==> config.mk <==
export PLATFORM = sky130hd
export DESIGN_NAME = flic_core
export DESIGN_NICKNAME = d
export VERILOG_FILES = /design/src/pkg/flic_pkg.sv /design/src/core/flic_core.sv
export SDC_FILE = /design/constraint.sdc
export NUM_CORES = 1
export LEC_CHECK = 0
export ABC_CLOCK_PERIOD_IN_PS = 3600
export BUFFER_PORTS_ARGS = -buffer_cell sky130_fd_sc_hd__buf_2
export CAP_MARGIN = 20
export CORE_UTILIZATION = 45
export DETAILED_ROUTE_END_ITERATION = 12
export PLACE_DENSITY_LB_ADDON = 0.12
export SLEW_MARGIN = 15
export SYNTH_ARGS = -nofsm -noshare
export SYNTH_HDL_FRONTEND = slang
export SYNTH_SLANG_ARGS = --single-unit
==> constraint.sdc <==
create_clock -name clk -period 3.6 [get_ports clk]
set_clock_uncertainty 0.15 [all_clocks]
set_input_delay 0.18 -clock clk [delete_from_list [all_inputs] [get_ports clk]]
set_output_delay 0.18 -clock clk [all_outputs]
set_load 0.03 [all_outputs]
==> src/pkg/flic_pkg.sv <==
package flic_pkg;
    localparam int NSRC = 14;
    localparam int NEXT = 4;
    localparam int NPER = 10;
    localparam int NLVL = 4;

    localparam logic [7:0] ADDR_IE     = 8'ha8;
    localparam logic [7:0] ADDR_IP     = 8'hb8;
    localparam logic [7:0] ADDR_IPH    = 8'hb7;
    localparam logic [7:0] ADDR_AUX_IRQ_ENABLE_REG  = 8'had;
    localparam logic [7:0] ADDR_AUXIP  = 8'hae;
    localparam logic [7:0] ADDR_AUXIPH = 8'haf;
    localparam logic [7:0] ADDR_EXT_IRQ_CTRL_REG  = 8'hc0;
    localparam logic [7:0] ADDR_TIMER_CTRL_REG   = 8'h88;

    localparam logic [7:0] RST_BYTE    = 8'h00;
    localparam logic [7:0] IE_MASK     = 8'hbf;
    localparam logic [7:0] AUX_MASK    = 8'h3f;
    localparam logic [7:0] XI_CFG_MASK = 8'hcc;
    localparam int         EA_BIT      = 7;
    localparam int         XI_PX2      = 3;
    localparam int         XI_EX2      = 2;
    localparam int         XI_PX3      = 7;
    localparam int         XI_EX3      = 6;
    localparam int         LO_W        = 6;

    // per external input: register, flag bit, type bit, source index
    localparam logic [7:0] EXT_ADDR [NEXT] =
        '{ADDR_TIMER_CTRL_REG, ADDR_TIMER_CTRL_REG, ADDR_EXT_IRQ_CTRL_REG, ADDR_EXT_IRQ_CTRL_REG};
    localparam int EXT_IE_BIT [NEXT] = '{1, 3, 1, 5};
    localparam int EXT_IT_BIT [NEXT] = '{0, 2, 0, 4};
    localparam int EXT_SRC    [NEXT] = '{0, 2, 6, 7};
    // on-chip sources in polling order
    localparam int PER_SRC    [NPER] = '{1, 3, 4, 5, 8, 9, 10, 11, 12, 13};
    // on-chip flags that the vectoring may clear (both plain timers)
    localparam logic [NPER-1:0] PER_HW_CLR = 10'h003;

    localparam logic [15:0] VEC_BASE  = 16'h0003;
    localparam int          VEC_SHIFT = 3;
endpackage

==> src/core/flic_core.sv <==
// Local design decisions: the register offsets and the address-and-strobe port.
module flic_core (
    input  wire logic                       clk,
    input  wire logic                       rst_b,
    input  wire logic [7:0]                 reg_addr,
    input  wire logic [7:0]                 reg_wdata,
    input  wire logic                       reg_we,
    input  wire logic                       reg_re,
    output logic      [7:0]                 reg_rdata,
    input  wire logic                       cycle_tick,
    input  wire logic                       last_cycle,
    input  wire logic                       return_from_interrupt_instr_exec,
    input  wire logic [flic_pkg::NEXT-1:0]  ext_request_pin,
    input  wire logic [flic_pkg::NPER-1:0]  periph_flag,
    output logic      [flic_pkg::NPER-1:0]  periph_ack,
    output logic                            hw_long_call,
    output logic      [15:0]                irq_vector,
    output logic      [3:0]                 irq_source,
    output logic      [flic_pkg::NLVL-1:0]  in_progress
);
    logic                       rst_s1_r;
    logic                       rst_n_r;
    logic [7:0]                 ie_r;
    logic [7:0]                 ip_r;
    logic [7:0]                 iph_r;
    logic [7:0]                 aux_irq_enable_reg_r;
    logic [7:0]                 auxip_r;
    logic [7:0]                 auxiph_r;
    logic [7:0]                 ext_irq_ctrl_reg_r;
    logic [flic_pkg::NEXT-1:0]  ext_type_r;
    logic [flic_pkg::NEXT-1:0]  ext_flag_r;
    logic [flic_pkg::NEXT-1:0]  pin_s_r;
    logic [flic_pkg::NSRC-1:0]  samp_r;
    logic [flic_pkg::NLVL-1:0]  in_prog_r;
    logic                       wr_seen_r;
    logic                       call_r;
    logic [15:0]                vec_r;
    logic [3:0]                 src_r;
    logic [1:0]                 call_lvl_r;
    logic [flic_pkg::NPER-1:0]  ack_r;
    logic [7:0]                 rdata_r;
    logic [7:0]                 rd_val;
    logic [7:0]                 ext_irq_ctrl_reg_ext;
    logic [7:0]                 timer_ctrl_reg_ext;
    wire [flic_pkg::NSRC-1:0]   flag_vec;
    wire [flic_pkg::NSRC-1:0]   en_vec;
    wire [flic_pkg::NSRC-1:0]   lo_vec;
    wire [flic_pkg::NSRC-1:0]   hi_vec;
    wire [flic_pkg::NSRC-1:0]   pend;
    wire [flic_pkg::NSRC-1:0]   better;
    wire [flic_pkg::NSRC-1:0]   hw_clr_vec;
    wire                        win_found;
    wire [1:0]                  win_lvl;
    wire [3:0]                  win_idx;
    wire                        allowed;
    wire                        blocked;
    wire                        go;
    wire [1:0]                  top;
    wire [flic_pkg::NLVL-1:0]   in_prog_nxt;
    wire [15:0]                 vec_nxt;
    // highest-level pending source; lowest index wins a tie
    function automatic logic [6:0] pick_src(
        input logic [flic_pkg::NSRC-1:0] p,
        input logic [flic_pkg::NSRC-1:0] hi,
        input logic [flic_pkg::NSRC-1:0] lo
    );
        logic       f;
        logic [1:0] bl;
        logic [3:0] bi;
        f  = 1'b0;
        bl = 2'b00;
        bi = 4'h0;
        for (int i = flic_pkg::NSRC - 1; i >= 0; i--)
        begin
            if (p[i] && (!f || {hi[i], lo[i]} >= bl))
            begin
                f  = 1'b1;
                bl = {hi[i], lo[i]};
                bi = 4'(i);
            end
        end
        return {f, bl, bi};
    endfunction
    always_ff @(posedge clk or negedge rst_b)
    begin
        if (!rst_b)
            {rst_n_r, rst_s1_r} <= 2'b00;
        else
            {rst_n_r, rst_s1_r} <= {rst_s1_r, 1'b1};
    end
    assign en_vec = {aux_irq_enable_reg_r[flic_pkg::LO_W-1:0], ext_irq_ctrl_reg_r[flic_pkg::XI_EX3],
                     ext_irq_ctrl_reg_r[flic_pkg::XI_EX2], ie_r[flic_pkg::LO_W-1:0]};
    assign lo_vec = {auxip_r[flic_pkg::LO_W-1:0], ext_irq_ctrl_reg_r[flic_pkg::XI_PX3],
                     ext_irq_ctrl_reg_r[flic_pkg::XI_PX2], ip_r[flic_pkg::LO_W-1:0]};
    assign hi_vec = {auxiph_r[flic_pkg::LO_W-1:0], iph_r};
    // enables apply at the poll, so a late disable still wins
    assign pend = samp_r & en_vec &
                  {flic_pkg::NSRC{ie_r[flic_pkg::EA_BIT]}};
    assign {win_found, win_lvl, win_idx}
        = pick_src(pend, hi_vec, lo_vec);
    assign top       = in_prog_r[3] ? 2'h3 : in_prog_r[2] ? 2'h2
                     : in_prog_r[1] ? 2'h1 : 2'h0;
    assign allowed   = !(|in_prog_r) || (win_lvl > top);
    assign blocked   = return_from_interrupt_instr_exec || wr_seen_r || reg_we;
    assign go = cycle_tick && last_cycle && win_found
             && allowed && !blocked;
    assign vec_nxt = flic_pkg::VEC_BASE
                   + (16'(win_idx) << flic_pkg::VEC_SHIFT);
    // return clears only the top level; a plain return never gets here
    assign in_prog_nxt = (in_prog_r
        & ~(return_from_interrupt_instr_exec ? (4'h1 << top) : 4'h0))
        | (go ? (4'h1 << win_lvl) : 4'h0);
    genvar gx;
    generate
        for (gx = 0; gx < flic_pkg::NPER; gx++)
        begin : g_per
            assign flag_vec[flic_pkg::PER_SRC[gx]]   = periph_flag[gx];
            assign hw_clr_vec[flic_pkg::PER_SRC[gx]] = 1'b0;
        end
        for (gx = 0; gx < flic_pkg::NEXT; gx++)
        begin : g_ext
            localparam int S = flic_pkg::EXT_SRC[gx];
            wire hit   = reg_we && reg_addr == flic_pkg::EXT_ADDR[gx];
            wire fall  = cycle_tick && pin_s_r[gx]
                      && !ext_request_pin[gx];
            wire hwclr = go && win_idx == 4'(S)
                      && ext_type_r[gx];
            wire swclr = hit && !reg_wdata[flic_pkg::EXT_IE_BIT[gx]];
            wire swset = hit && reg_wdata[flic_pkg::EXT_IE_BIT[gx]];
            wire typ   = hit ? reg_wdata[flic_pkg::EXT_IT_BIT[gx]]
                             : ext_type_r[gx];
            assign flag_vec[S]   = ext_flag_r[gx];
            assign hw_clr_vec[S] = hwclr;
            always_ff @(posedge clk or negedge rst_n_r)
            begin
                if (!rst_n_r)
                begin
                    ext_type_r[gx] <= 1'b0;
                    ext_flag_r[gx] <= 1'b0;
                    pin_s_r[gx]    <= 1'b1;
                end
                else
                begin
                    ext_type_r[gx] <= typ;
                    pin_s_r[gx]    <= cycle_tick ? ext_request_pin[gx]
                                                 : pin_s_r[gx];
                    // edge: a new edge beats any clear; level: follows pin
                    ext_flag_r[gx] <= typ ? (fall || swset
                        || (ext_flag_r[gx] && !hwclr && !swclr))
                        : !ext_request_pin[gx];
                end
            end
        end
        for (gx = 0; gx < flic_pkg::NSRC; gx++)
        begin : g_better
            assign better[gx] = pend[gx]
                && ({hi_vec[gx], lo_vec[gx]} > win_lvl
                 || ({hi_vec[gx], lo_vec[gx]} == win_lvl
                  && 4'(gx) < win_idx));
        end
    endgenerate
    always_comb
    begin
        ext_irq_ctrl_reg_ext = 8'h00;
        timer_ctrl_reg_ext  = 8'h00;
        for (int x = 0; x < flic_pkg::NEXT; x++)
        begin
            if (flic_pkg::EXT_ADDR[x] == flic_pkg::ADDR_EXT_IRQ_CTRL_REG)
            begin
                ext_irq_ctrl_reg_ext[flic_pkg::EXT_IE_BIT[x]] = ext_flag_r[x];
                ext_irq_ctrl_reg_ext[flic_pkg::EXT_IT_BIT[x]] = ext_type_r[x];
            end
            else
            begin
                timer_ctrl_reg_ext[flic_pkg::EXT_IE_BIT[x]] = ext_flag_r[x];
                timer_ctrl_reg_ext[flic_pkg::EXT_IT_BIT[x]] = ext_type_r[x];
            end
        end
    end
    always_comb
    begin
        if (reg_addr == flic_pkg::ADDR_IE)
            rd_val = ie_r;
        else if (reg_addr == flic_pkg::ADDR_IP)
            rd_val = ip_r;
        else if (reg_addr == flic_pkg::ADDR_IPH)
            rd_val = iph_r;
        else if (reg_addr == flic_pkg::ADDR_AUX_IRQ_ENABLE_REG)
            rd_val = aux_irq_enable_reg_r;
        else if (reg_addr == flic_pkg::ADDR_AUXIP)
            rd_val = auxip_r;
        else if (reg_addr == flic_pkg::ADDR_AUXIPH)
            rd_val = auxiph_r;
        else if (reg_addr == flic_pkg::ADDR_EXT_IRQ_CTRL_REG)
            rd_val = ext_irq_ctrl_reg_r | ext_irq_ctrl_reg_ext;
        else if (reg_addr == flic_pkg::ADDR_TIMER_CTRL_REG)
            rd_val = timer_ctrl_reg_ext;
        else
            rd_val = 8'h00;
    end
    always_ff @(posedge clk or negedge rst_n_r)
    begin
        if (!rst_n_r)
        begin
            ie_r     <= flic_pkg::RST_BYTE;
            ip_r     <= flic_pkg::RST_BYTE;
            iph_r    <= flic_pkg::RST_BYTE;
            aux_irq_enable_reg_r  <= flic_pkg::RST_BYTE;
            auxip_r  <= flic_pkg::RST_BYTE;
            auxiph_r <= flic_pkg::RST_BYTE;
            ext_irq_ctrl_reg_r  <= flic_pkg::RST_BYTE;
        end
        else if (reg_we)
        begin
            if (reg_addr == flic_pkg::ADDR_IE)
                ie_r <= reg_wdata & flic_pkg::IE_MASK;
            else if (reg_addr == flic_pkg::ADDR_IP)
                ip_r <= reg_wdata & flic_pkg::AUX_MASK;
            else if (reg_addr == flic_pkg::ADDR_IPH)
                iph_r <= reg_wdata;
            else if (reg_addr == flic_pkg::ADDR_AUX_IRQ_ENABLE_REG)
                aux_irq_enable_reg_r <= reg_wdata & flic_pkg::AUX_MASK;
            else if (reg_addr == flic_pkg::ADDR_AUXIP)
                auxip_r <= reg_wdata & flic_pkg::AUX_MASK;
            else if (reg_addr == flic_pkg::ADDR_AUXIPH)
                auxiph_r <= reg_wdata & flic_pkg::AUX_MASK;
            else if (reg_addr == flic_pkg::ADDR_EXT_IRQ_CTRL_REG)
                ext_irq_ctrl_reg_r <= reg_wdata & flic_pkg::XI_CFG_MASK;
        end
    end
    always_ff @(posedge clk or negedge rst_n_r)
    begin
        if (!rst_n_r)
        begin
            samp_r     <= '0;
            in_prog_r  <= '0;
            wr_seen_r  <= 1'b0;
            call_r     <= 1'b0;
            vec_r      <= 16'h0000;
            src_r      <= 4'h0;
            call_lvl_r <= 2'b00;
            ack_r      <= '0;
            rdata_r    <= 8'h00;
        end
        else
        begin
            // overwritten every cycle: nothing blocked is remembered
            samp_r    <= cycle_tick ? (flag_vec & ~hw_clr_vec)
                                    : samp_r;
            in_prog_r <= in_prog_nxt;
            // write blocks until its instruction ends; the write wins
            wr_seen_r <= reg_we
                || (wr_seen_r && !(cycle_tick && last_cycle));
            call_r    <= go;
            vec_r     <= go ? vec_nxt : vec_r;
            src_r     <= go ? win_idx : src_r;
            call_lvl_r <= go ? win_lvl : call_lvl_r;
            // only the plain timers get an acknowledge to clear on
            for (int p = 0; p < flic_pkg::NPER; p++)
                ack_r[p] <= go && flic_pkg::PER_HW_CLR[p]
                    && win_idx == 4'(flic_pkg::PER_SRC[p]);
            rdata_r   <= reg_re ? rd_val : 8'h00;
        end
    end

    assign reg_rdata    = rdata_r;
    assign hw_long_call = call_r;
    assign irq_vector   = vec_r;
    assign irq_source   = src_r;
    assign in_progress  = in_prog_r;
    assign periph_ack   = ack_r;
endmodule // flic_core

==> metrics.md, run 1 <==
| Metric | Value |
|---|---|
| Initial Util | `a little under half` |
| Failing checks | `negative setup slack` |
| Placement Setup Slack | `-12.80 ns` |
| Final Max Tran Viols | `0` |
| CTS tree | `yes` |
| Post-synth design cell area | `roughly 0.0057 sq mm` |
| Worst hold path startpoint | `return_from_interrupt_instr_exec` |
| Commonest non-fill, non-tap cells in the layout | `230 x buf_4, 87 x dfrtp_1, 61 x nand2_1, 61 x buf_2, 57 x mux2_2` |
| Pre-antenna DRT Iters | `5` |
| Routed WL | `19.3 mm` |
| Largest delay share family, worst path | `compound AO/OA/AOI/OAI gates` |
| CTS root buffer | `clkbuf_16` |
| Syn_area_per_cell | `9.79 sq um` |
| Total number of vias | `between 5,000 and 6,000` |
| Max incr delay on CP | `0.37 ns` |
| Worst reg2reg path endpoint | `samp_r[7]$_DFFE_PN0P_` |
| Peak VDD IR | `approximately 240 uV` |
| Number of synthesized flops with an enable pin | `0` |
| Final period utilization | `457%` |
| CTS max path bufs | `2` |
| Drt via density | `5.55` |
| Hold endpoint | `in_progress[3]$_DFF_PN0_` |
| I/O pins | `80` |
| GRT Util Overall | `between 30% and 40%` |
| R2R Path Start | `ie_r[7]$_DFFE_PN0P_` |
| Worst reg-to-reg path cell count | `96` |
| Most common cell after layout, fill and taps aside | `buf_4` |
| CP endpoint kind | `flop` |
| #FFs+latches synth | `92` |
| Final Instance Area | `around 0.0089 sq mm` |
| Synth top area share | `roughly two fifths` |
| Crit path required time | `around 3.7 ns` |
| Initial antenna violation count | `0` |
| RD Place Congestion | `0.883` |
| DPL Wire Length | `13.7 mm` |
| Share of cells above drive strength 1 | `between 50% and 60%` |
| Die Ht | `about 110 microns` |
| FP Rows | `40` |
| Worst path slowest cell | `dfrtp_1` |
| Port Buffer Count | `61` |
| Die Wd | `114 microns` |
| Non-filler instance count after layout | `around 1,100` |
| Seq/Total Area, Yosys | `between 40% and 50%` |
| Leak Pwr | `about 4.5 nW` |
| Yosys warnings | `0` |
| Largest cells by area after synthesis | `dfrtp_1 39%, mux2_2 12%, ha_1 4.8%` |
| Nets | `between 900 and 1,000` |
| GR Overflow Total | `0` |
| Minimum hold slack | `approximately 0.025 ns` |
| Layout area overhead | `56.1%` |
| Reg clk slew, reported paths | `~0.070 ns` |
| Die area | `between 0.01 and 0.015 sq mm` |
| Worst-path fanout max | `5` |
| Post-Place Cells | `around 960` |
| Top_reg_cell synth | `dfrtp_1` |
| Status | `finished, violations left` |
| Reported max-cap violation count | `0` |
| Slew headroom | `between 40% and 50%` |
| # fillers | `between 800 and 900` |
| Area of the core | `roughly 0.012 sq mm` |
| R2r setup slk | `-12.84 ns` |
| Placed Area | `0.00755 sq mm` |
| Tightest Hold Check Type | `in -> reg` |
| Clock sink count | `just over 90` |
| Final WS setup | `-12.84 ns` |
| Worst-skew pair later-pin latency | `about 0.36 ns` |
| Leading area contributor after synthesis | `dfrtp_1` |
| Fmax | `0.0608 GHz` |
| Setup violators final | `20` |
| Cell depth of the worst hold path | `3` |
| Arrival time worst endpoint | `between 15 and 20 ns` |
| H-tree depth | `3` |
| Power Dens Cells | `a little under 300 mW/mm^2` |
| Antenna diode count | `0` |
| Mapped Cells | `just under 600` |
| First-pass GRT wire length | `30.0 mm` |
| WL per Instance | `18.2 microns` |
| Synth unique cells | `between 70 and 80` |
| Largest net degree at the start of global routing | `40` |
| TritonCTS Buffers | `9` |
| Final ANT Viol Nets | `0` |
| Final Hold Viols | `0` |
| Worst Path Buf+Inv | `11` |
| DR DRC count | `0` |
| Number of global-route vias before repair | `5,811` |
| Measured slew at the worst slew-check pin | `0.795 ns` |
| Crit path top cell by count | `nand2b_4` |
| CP startpoint kind | `flop` |
| RSZ-0062 raised after global routing | `yes` |
| DRT iter0 DRCs | `310` |
| Critical path class | `reg -> reg` |
| Critical Path Stages | `96` |
| Minimum clock period after layout | `about 16 ns` |
| Share of flip-flops with an asynchronous set or reset | `100%` |
## worst max-delay path by stage
stage,from,endpoint,slack (ns)
floorplan,ie_r[7]$_DFFE_PN0P_,samp_r[0]$_DFFE_PN0P_,-12.33
global placement,ie_r[7]$_DFFE_PN0P_,samp_r[6]$_DFFE_PN0P_,-12.31
detailed placement,auxip_r[5]$_DFFE_PN0P_,samp_r[6]$_DFFE_PN0P_,-12.80
CTS,ie_r[7]$_DFFE_PN0P_,samp_r[6]$_DFFE_PN0P_,-12.42
global route,ie_r[7]$_DFFE_PN0P_,samp_r[7]$_DFFE_PN0P_,-13.58
finish,ie_r[7]$_DFFE_PN0P_,samp_r[7]$_DFFE_PN0P_,-12.84
## stage by stage
step / setup TNS [ns] / utilization [%] / power [mW]
floorplan: -241.60 / - / 1.36
global placement: -242.19 / 62.1 / 1.51
detailed placement: -252.12 / 62.1 / 1.53
CTS: -244.75 / 70.6 / 2.56
global route: -267.85 / 73.0 / 2.68
finish: -252.57 / 73.0 / 2.58
## routing by layer
layer	vias up	track usage (%)	routed length, microns
met3	55	6.09	1080
met2	228	50.2	9170
met1	2878	38.4	8270
met5	-	0	0
li1	2733	-	-
met4	0	15.2	807
## registers in the layout, indices dropped and copies added, names as in the netlist, 6 cells and up
register	flops
samp_r	14
iph_r	8
reg_rdata	8
ie_r	7
aux_irq_enable_reg_r	6
auxip_r	6
auxiph_r	6
ip_r	6
## Yosys cell counts, types with 4 or more instances
cell type / n
o21ai_0: 24
a31oi_1: 5
nand3_1: 17
inv_1: 30
nor3_1: 5
dfrtp_1: 88
nor2_1: 32
nand2b_1: 17
o31ai_1: 4
a222oi_1: 5
a31o_2: 4
o22ai_1: 5
a32oi_1: 4
a211oi_1: 6
nor4_1: 6
and2_1: 7
and3_1: 9
a21o_1: 12
clkbuf_1: 13
a221oi_1: 6
mux2i_1: 6
nor2b_1: 7
nor3b_1: 7
mux2_2: 60
dfstp_2: 4
ha_1: 22
a21oi_1: 18
nand2_1: 65
a22o_1: 9
buf_4: 23
## area by class of cell
type                       instances  area, sq um  share of cell area, %
clock buffer                       9          225                   2.54
clock inverter                     7         82.6                  0.930
inverter                          30          113                   1.27
multi-input combinational        440         3640                   41.0
sequential                        92         2310                   26.0
tap                              168          210                   2.37
timing repair buffer             316         2300                   25.9
## worst register-to-register path: cells and delay by family, from the launching register on
| family | cells | cell delay, ns |
|---|---|---|
| compound gates | 37 | 6.60 |
| fa+ha+maj | 13 | 3.28 |
| buf+inv | 11 | 1.17 |
| simple gates | 33 | 4.05 |
| flops | 1 | 0.37 |
| mux | 2 | 0.67 |
## power breakdown
part / internal (mW) / total, mW / switching (mW)
logic: 0.218 / 0.430 / 0.212
clock network: 0.550 / 1.00 / 0.454
registers: 1.09 / 1.14 / 0.0482
## logic make-up (layout without fill, tap and decap cells)
kind of cell	count (synthesis)	in the layout	share of synthesized area [%]
simple gates	188	188	16.5
compound gates	144	144	18.9
flops	92	92	40.6
mux	67	67	13.2
buf+inv	66	362	5.87
fa+ha+maj	22	22	4.84
other cells	2	19	0.132
## timing repair
action,4_1_cts,5_1_grt
endpoints found under the setup margin,20,20
hold buffers,21,0
pin swaps,29,20
resized for setup,24,26
hold endpoints to repair,24,0
setup buffers,52,20
No activity file was read; power rests on OpenSTA's default activity.
==> run 2: changes to the inputs <==
--- a/config.mk
+++ b/config.mk
@@ -5,7 +5,7 @@
 export SDC_FILE = /design/constraint.sdc
 export NUM_CORES = 1
 export LEC_CHECK = 0
-export ABC_CLOCK_PERIOD_IN_PS = 3600
+export ABC_CLOCK_PERIOD_IN_PS = 15970
 export BUFFER_PORTS_ARGS = -buffer_cell sky130_fd_sc_hd__buf_2
 export CAP_MARGIN = 20
 export CORE_UTILIZATION = 45
==> constraint.sdc (replaced) <==
create_clock -name clk -period 15.97 [get_ports clk]
set_clock_uncertainty 0.15 [all_clocks]
set_input_delay 0.7985 -clock clk [delete_from_list [all_inputs] [get_ports clk]]
set_output_delay 0.7985 -clock clk [all_outputs]
set_load 0.03 [all_outputs]
==> run 2 against run 1 <==
Net effect:
- the flow still finishes with violations (negative setup slack)
- utilization down 6.7 points
- register-to-register slack improved by 12 ns
- largest cell class unchanged
- clock power decreased by 79%
- critical path type unchanged
- hold slack improved by 0.026 ns
- non-clock buffer count shrank 102
- global-route usage decreased by 0.69 points
==> metrics.md, run 2 (same netlist as run 1, synthesis figures left out) <==
| Metric | Value |
|---|---|
| Setup TNS | `-7.20 ns` |
| CTS max path bufs | `2` |
| CP startpoint kind | `flop` |
| Peak VDD IR | `between 60 and 70 uV` |
| Die Ht | `roughly 110 microns` |
| Post-Place Cells | `roughly 860` |
| Crit path required time | `approximately 16 ns` |
| Largest delay share family, worst path | `compound AO/OA/AOI/OAI gates` |
| Pre-antenna DRT Iters | `7` |
| Worst-skew pair later-pin latency | `around 0.36 ns` |
| Worst-path fanout max | `6` |
| Initial antenna violation count | `0` |
| Share of cells above drive strength 1 | `49.1%` |
| First-pass GRT wire length | `around 29 mm` |
| DRT iter0 DRCs | `about 440` |
| Area of the core | `0.0122 sq mm` |
| Layout area overhead | `41.8%` |
| Top reg by flops | `samp_r` |
| Final WS setup | `-0.541 ns` |
| Largest net degree at the start of global routing | `54` |
| Number of global-route vias before repair | `around 5,400` |
| Status | `finished, violations left` |
| R2r setup slk | `-0.54 ns` |
| RD Place Congestion | `~0.87` |
| WL per Instance | `19.4 microns` |
| Worst path slowest cell | `dfrtp_1` |
| CTS tree | `yes` |
| Final Instance Area | `just over 0.008 sq mm` |
| FP Rows | `40` |
| Slew headroom | `29.9%` |
| Port Buffer Count | `approximately 60` |
| Non-filler instance count after layout | `960` |
| I/O pins | `80` |
| DPL Wire Length | `12.4 mm` |
| Worst reg-to-reg path cell count | `106` |
| Most common cell after layout, fill and taps aside | `buf_4` |
| DR DRC count | `0` |
| Die area | `0.0131 sq mm` |
| RSZ-0062 raised after global routing | `yes` |
| Routed WL | `roughly 19 mm` |
| GRT Util Overall | `between 20% and 30%` |
| R2R Path Start | `ie_r[7]$_DFFE_PN0P_` |
| Hold Buf Count CTS | `0` |
| Seq. cell area | `0.00231 sq mm` |
| CTS root buffer | `clkbuf_16` |
| Critical path class | `reg -> reg` |
| Crit path top cell by count | `buf_4` |
| Drt via density | `approximately 5.8` |
| Reported max-cap violation count | `0` |
| Worst reg2reg path endpoint | `samp_r[7]$_DFFE_PN0P_` |
| Setup violators final | `19` |
| Power Total | `about 0.56 mW` |
| Final Hold Viols | `0` |
| CP startpoint | `ie_r[7]$_DFFE_PN0P_` |
| Tightest Hold Check Type | `in -> async` |
| Fmax | `0.0606 GHz` |
| Commonest non-fill, non-tap cells in the layout | `146 x buf_4, 87 x dfrtp_1, 61 x buf_2` |
| H-tree depth | `3` |
| GR Overflow Total | `0` |
| Final Max Tran Viols | `0` |
| Measured slew at the worst slew-check pin | `~1.0 ns` |
| # fillers | `just over 900` |
| Total number of vias | `between 5,000 and 6,000` |
| Worst Path Buf+Inv | `34` |
| Max incr delay on CP | `0.39 ns` |
| Die Wd | `~110 microns` |
| Initial Util | `46.8%` |
| Failing checks | `negative setup slack` |
| TritonCTS Buffers | `9` |
| Max reg flops | `14` |
| Final ANT Viol Nets | `0` |
| Final core occ | `between 60% and 70%` |
| Minimum clock period after layout | `16.51 ns` |
| Nets | `846` |
| Reg clk slew, reported paths | `~0.070 ns` |
| Placed Area | `~0.0068 sq mm` |
| Power Dens Cells | `just under 70 mW/mm^2` |
| Final period utilization | `103%` |
| CP endpoint kind | `flop` |
| Antenna diode count | `0` |
| Clock sink count | `92` |
| Area occupied by multi-input gates | `about 0.0037 sq mm` |
| Arrival time worst endpoint | `~17 ns` |
| Leak Pwr | `approximately 4.0 nW` |
[run 2: metal layers]
| metal | part of all wire, % | vias up | track usage [%] |
|---|---|---|---|
| met5 | 0 | - | 0 |
| met4 | 4.1 | 0 | 15.2 |
| met3 | 6.0 | 55 | 5.77 |
| met2 | 47 | 242 | 45.9 |
| met1 | 43 | 2702 | 40.2 |
| li1 | - | 2523 | - |
[run 2: through the flow]
step | setup WS, ns | hold slack, ns
3_5_place_dp | -0.543 | 0.166
3_3_place_gp | -0.178 | 0.161
5_1_grt | -1.29 | 0.0463
2_1_floorplan | 0.0138 | 0.181
6_report | -0.541 | 0.0504
4_1_cts | -0.112 | 0.0445
[run 2: layout make-up]
class / count / area share [%]
well taps: 168 / 2.61
inverters: 30 / 1.40
flip-flops and latches: 92 / 28.7
repair buffers: 214 / 18.3
multi-input cells: 440 / 45.5
clock inverters: 7 / 0.776
clock buffers: 9 / 2.79
[run 2: worst max-delay path by stage]
| stage | to | slack [ns] | depth (start not counted) |
|---|---|---|---|
| final | samp_r[7]$_DFFE_PN0P_ | -0.54 | 106 |
| after global routing | samp_r[7]$_DFFE_PN0P_ | -1.29 | 94 |
| after CTS | samp_r[7]$_DFFE_PN0P_ | -0.11 | 94 |
| after detailed placement | samp_r[0]$_DFFE_PN0P_ | -0.54 | 95 |
| after global placement | samp_r[0]$_DFFE_PN0P_ | -0.18 | 95 |
| after floorplan | samp_r[6]$_DFFE_PN0P_ | 0.01 | 95 |
[run 2: report_power, final]
group | switching (mW) | internal [mW] | total [mW]
sequential | 0.0150 | 0.247 | 0.262
clock | 0.106 | 0.109 | 0.215
combinational | 0.0424 | 0.0373 | 0.0797
total | 0.163 | 0.393 | 0.556
[run 2: timing repair]
action	in CTS	in global routing
endpoints found under the setup margin	20	20
setup buffers	69	15
pin swaps	39	25
resized for setup	34	36
==> run 3: changes to the inputs <==
--- a/config.mk
+++ b/config.mk
@@ -11,6 +11,7 @@
 export CORE_UTILIZATION = 45
 export DETAILED_ROUTE_END_ITERATION = 12
 export PLACE_DENSITY_LB_ADDON = 0.12
+export SETUP_SLACK_MARGIN = 0.02
 export SLEW_MARGIN = 15
 export SYNTH_ARGS = -nofsm -noshare
 export SYNTH_HDL_FRONTEND = slang
==> run 3 against run 2 <==
Net effect:
- the run still ends with negative setup slack left
- total power fell by 0.16%
- non-clock buffer count fell by 48
- final area down 4.0%
==> metrics.md, run 3 (same netlist as run 1, synthesis figures left out) <==
| Metric | Value |
|---|---|
| Setup violators final | `20` |
| RSZ-0062 raised after global routing | `yes` |
| Routed WL | `approximately 17 mm` |
| CTS max path bufs | `2` |
| Worst path slowest cell | `a221oi_4` |
| Placed Area | `approximately 0.0066 sq mm` |
| Status | `finished, violations left` |
| Number of global-route vias before repair | `around 4,900` |
| Total number of vias | `about 5,200` |
| Die Ht | `114 microns` |
| Final WS setup | `-0.608 ns` |
| Worst-skew pair later-pin latency | `0.36 ns` |
| H-tree depth | `3` |
| CP endpoint kind | `flop` |
| R2R Path Start | `ie_r[7]$_DFFE_PN0P_` |
| Critical path class | `reg -> reg` |
| Non-filler instance count after layout | `a little over 900` |
| DPL Wire Length | `11.9 mm` |
| Antenna diode count | `0` |
| Crit path required time | `16.07 ns` |
| Share of cells above drive strength 1 | `roughly 47%` |
| Layout area overhead | `36.1%` |
| Post-Place Cells | `~840` |
| RD Place Congestion | `around 0.9` |
| Failing checks | `negative setup slack` |
| Final Instance Area | `0.00774 sq mm` |
| CTS root buffer | `clkbuf_16` |
| GR Overflow Total | `0` |
| Measured slew at the worst slew-check pin | `between 1 and 1.5 ns` |
| Reg clk slew, reported paths | `approximately 0.070 ns` |
| Power Dens Cells | `between 70 and 80 mW/mm^2` |
| Drt via density | `between 5 and 6` |
| Pre-antenna DRT Iters | `5` |
| Reported max-cap violation count | `0` |
| CP startpoint | `ie_r[7]$_DFFE_PN0P_` |
| Arrival time worst endpoint | `around 17 ns` |
| FP Rows | `40` |
| Peak VDD IR | `54.8 uV` |
| Commonest non-fill, non-tap cells in the layout | `96 x buf_4, 87 x dfrtp_1, 63 x buf_2` |
| Initial Util | `approximately 47%` |
| TritonCTS Buffers | `9` |
| Most common cell after layout, fill and taps aside | `buf_4` |
| Port Buffer Count | `61` |
| Initial antenna violation count | `0` |
| First-pass GRT wire length | `~27 mm` |
| Crit path top cell by count | `nand2b_4` |
| Max reg flops | `14` |
| Final Hold Viols | `0` |
| CP startpoint kind | `flop` |
| DRT iter0 DRCs | `between 300 and 400` |
| Final ANT Viol Nets | `0` |
| Final period utilization | `104%` |
| CTS tree | `yes` |
| Minimum clock period after layout | `roughly 17 ns` |
| GRT Util Overall | `27.3%` |
| Largest net degree at the start of global routing | `between 50 and 60` |
| Die Wd | `approximately 110 microns` |
| Area of the core | `~0.012 sq mm` |
| Tightest Hold Check Type | `in -> async` |
| Leak Pwr | `between 3 and 4 nW` |
| Clock sink count | `92` |
| WL per Instance | `19.1 microns` |
| I/O pins | `80` |
| Fmax | `between 0.06 and 0.07 GHz` |
| Placement Setup Slack | `-0.514 ns` |
| # fillers | `1,016` |
| Nets | `approximately 800` |
| Top reg by flops | `samp_r` |
| DR DRC count | `0` |
| Worst-path fanout max | `5` |
| Max incr delay on CP | `0.39 ns` |
| Final Max Tran Viols | `0` |
| Die area | `0.0131 sq mm` |
| Slew headroom | `~29%` |
[run 3: cell count changes in the layout (fill, tap and decap cells not counted), sizes merged]
| cell | delta |
|---|---|
| clkbuf | -1 |
| buf | -47 |
| clkinvlp | +2 |
| inv | -4 |
| clkinv | +1 |
| bufinv | +1 |
[run 3: worst paths after layout]
| kind | to | slack [ns] | cells after the start |
|---|---|---|---|
| min reg2reg | ext_type_r[0]$_DFF_PN0_ | 0.14 | 0 |
| min in group clk | rst_n_r$_DFF_PN0_ | 0.21 | 0 |
| min | rst_n_r$_DFF_PN0_ | 0.06 | 1 |
| max in group asynchronous | ext_irq_ctrl_reg_r[6]$_DFFE_PN0P_ | 14.42 | 1 |
| max | samp_r[7]$_DFFE_PN0P_ | -0.61 | 94 |
| max reg2reg | samp_r[7]$_DFFE_PN0P_ | -0.61 | 94 |
[run 3: where the power goes]
group / internal, mW / total (mW) / switching, mW
sequential: 0.247 / 0.261 / 0.0147
combinational: 0.0326 / 0.0726 / 0.0400
clock: 0.122 / 0.221 / 0.0996
total: 0.401 / 0.555 / 0.154
[run 3: layout make-up]
| type | count | area [sq um] | share of cell area [%] |
|---|---|---|---|
| Tap cell | 168 | 210 | 2.71 |
| Inverter | 30 | 113 | 1.45 |
| Multi-Input combinational cell | 440 | 3690 | 47.7 |
| Clock inverter | 7 | 75.1 | 0.970 |
| Clock buffer | 9 | 225 | 2.91 |
| Timing Repair Buffer | 166 | 1110 | 14.4 |
| Sequential cell | 92 | 2310 | 29.8 |
[run 3: worst max-delay path: cells and delay by family (launching register included)]
kind | cells | cell delay [ns]
compound gates | 37 | 6.80
simple gates | 39 | 4.71
fa+ha+maj | 14 | 3.58
mux | 2 | 0.67
flops | 1 | 0.38
buf+inv | 2 | 0.13
[run 3: metal layers]
layer,GRT usage [%],part of all wire [%],vias to the layer above
met2,44.2,48,188
met5,0,0,-
li1,-,-,2424
met4,12.3,3.1,0
met1,35.8,44,2564
met3,4.66,5.4,45
[run 3: repair_timing]
item / in CTS / in global routing
pin swaps: 23 / 47
setup buffers: 36 / 18
setup endpoints to repair: 20 / 20
hold endpoints to repair: 0 / 0
gates resized for setup: 22 / 56
hold buffers: 0 / 0
[run 3: metrics by stage]
stage                     utilization (%)  hold slack, ns  setup TNS [ns]  total power, mW
after floorplan                         -           0.181               0            0.306
after global placement               54.6           0.146           -3.02            0.325
after detailed placement             54.6           0.155           -6.07            0.327
after CTS                            60.1          0.0539           -1.64            0.550
after global routing                 63.7          0.0582          -25.23            0.575
final                                63.7          0.0570           -8.95            0.555
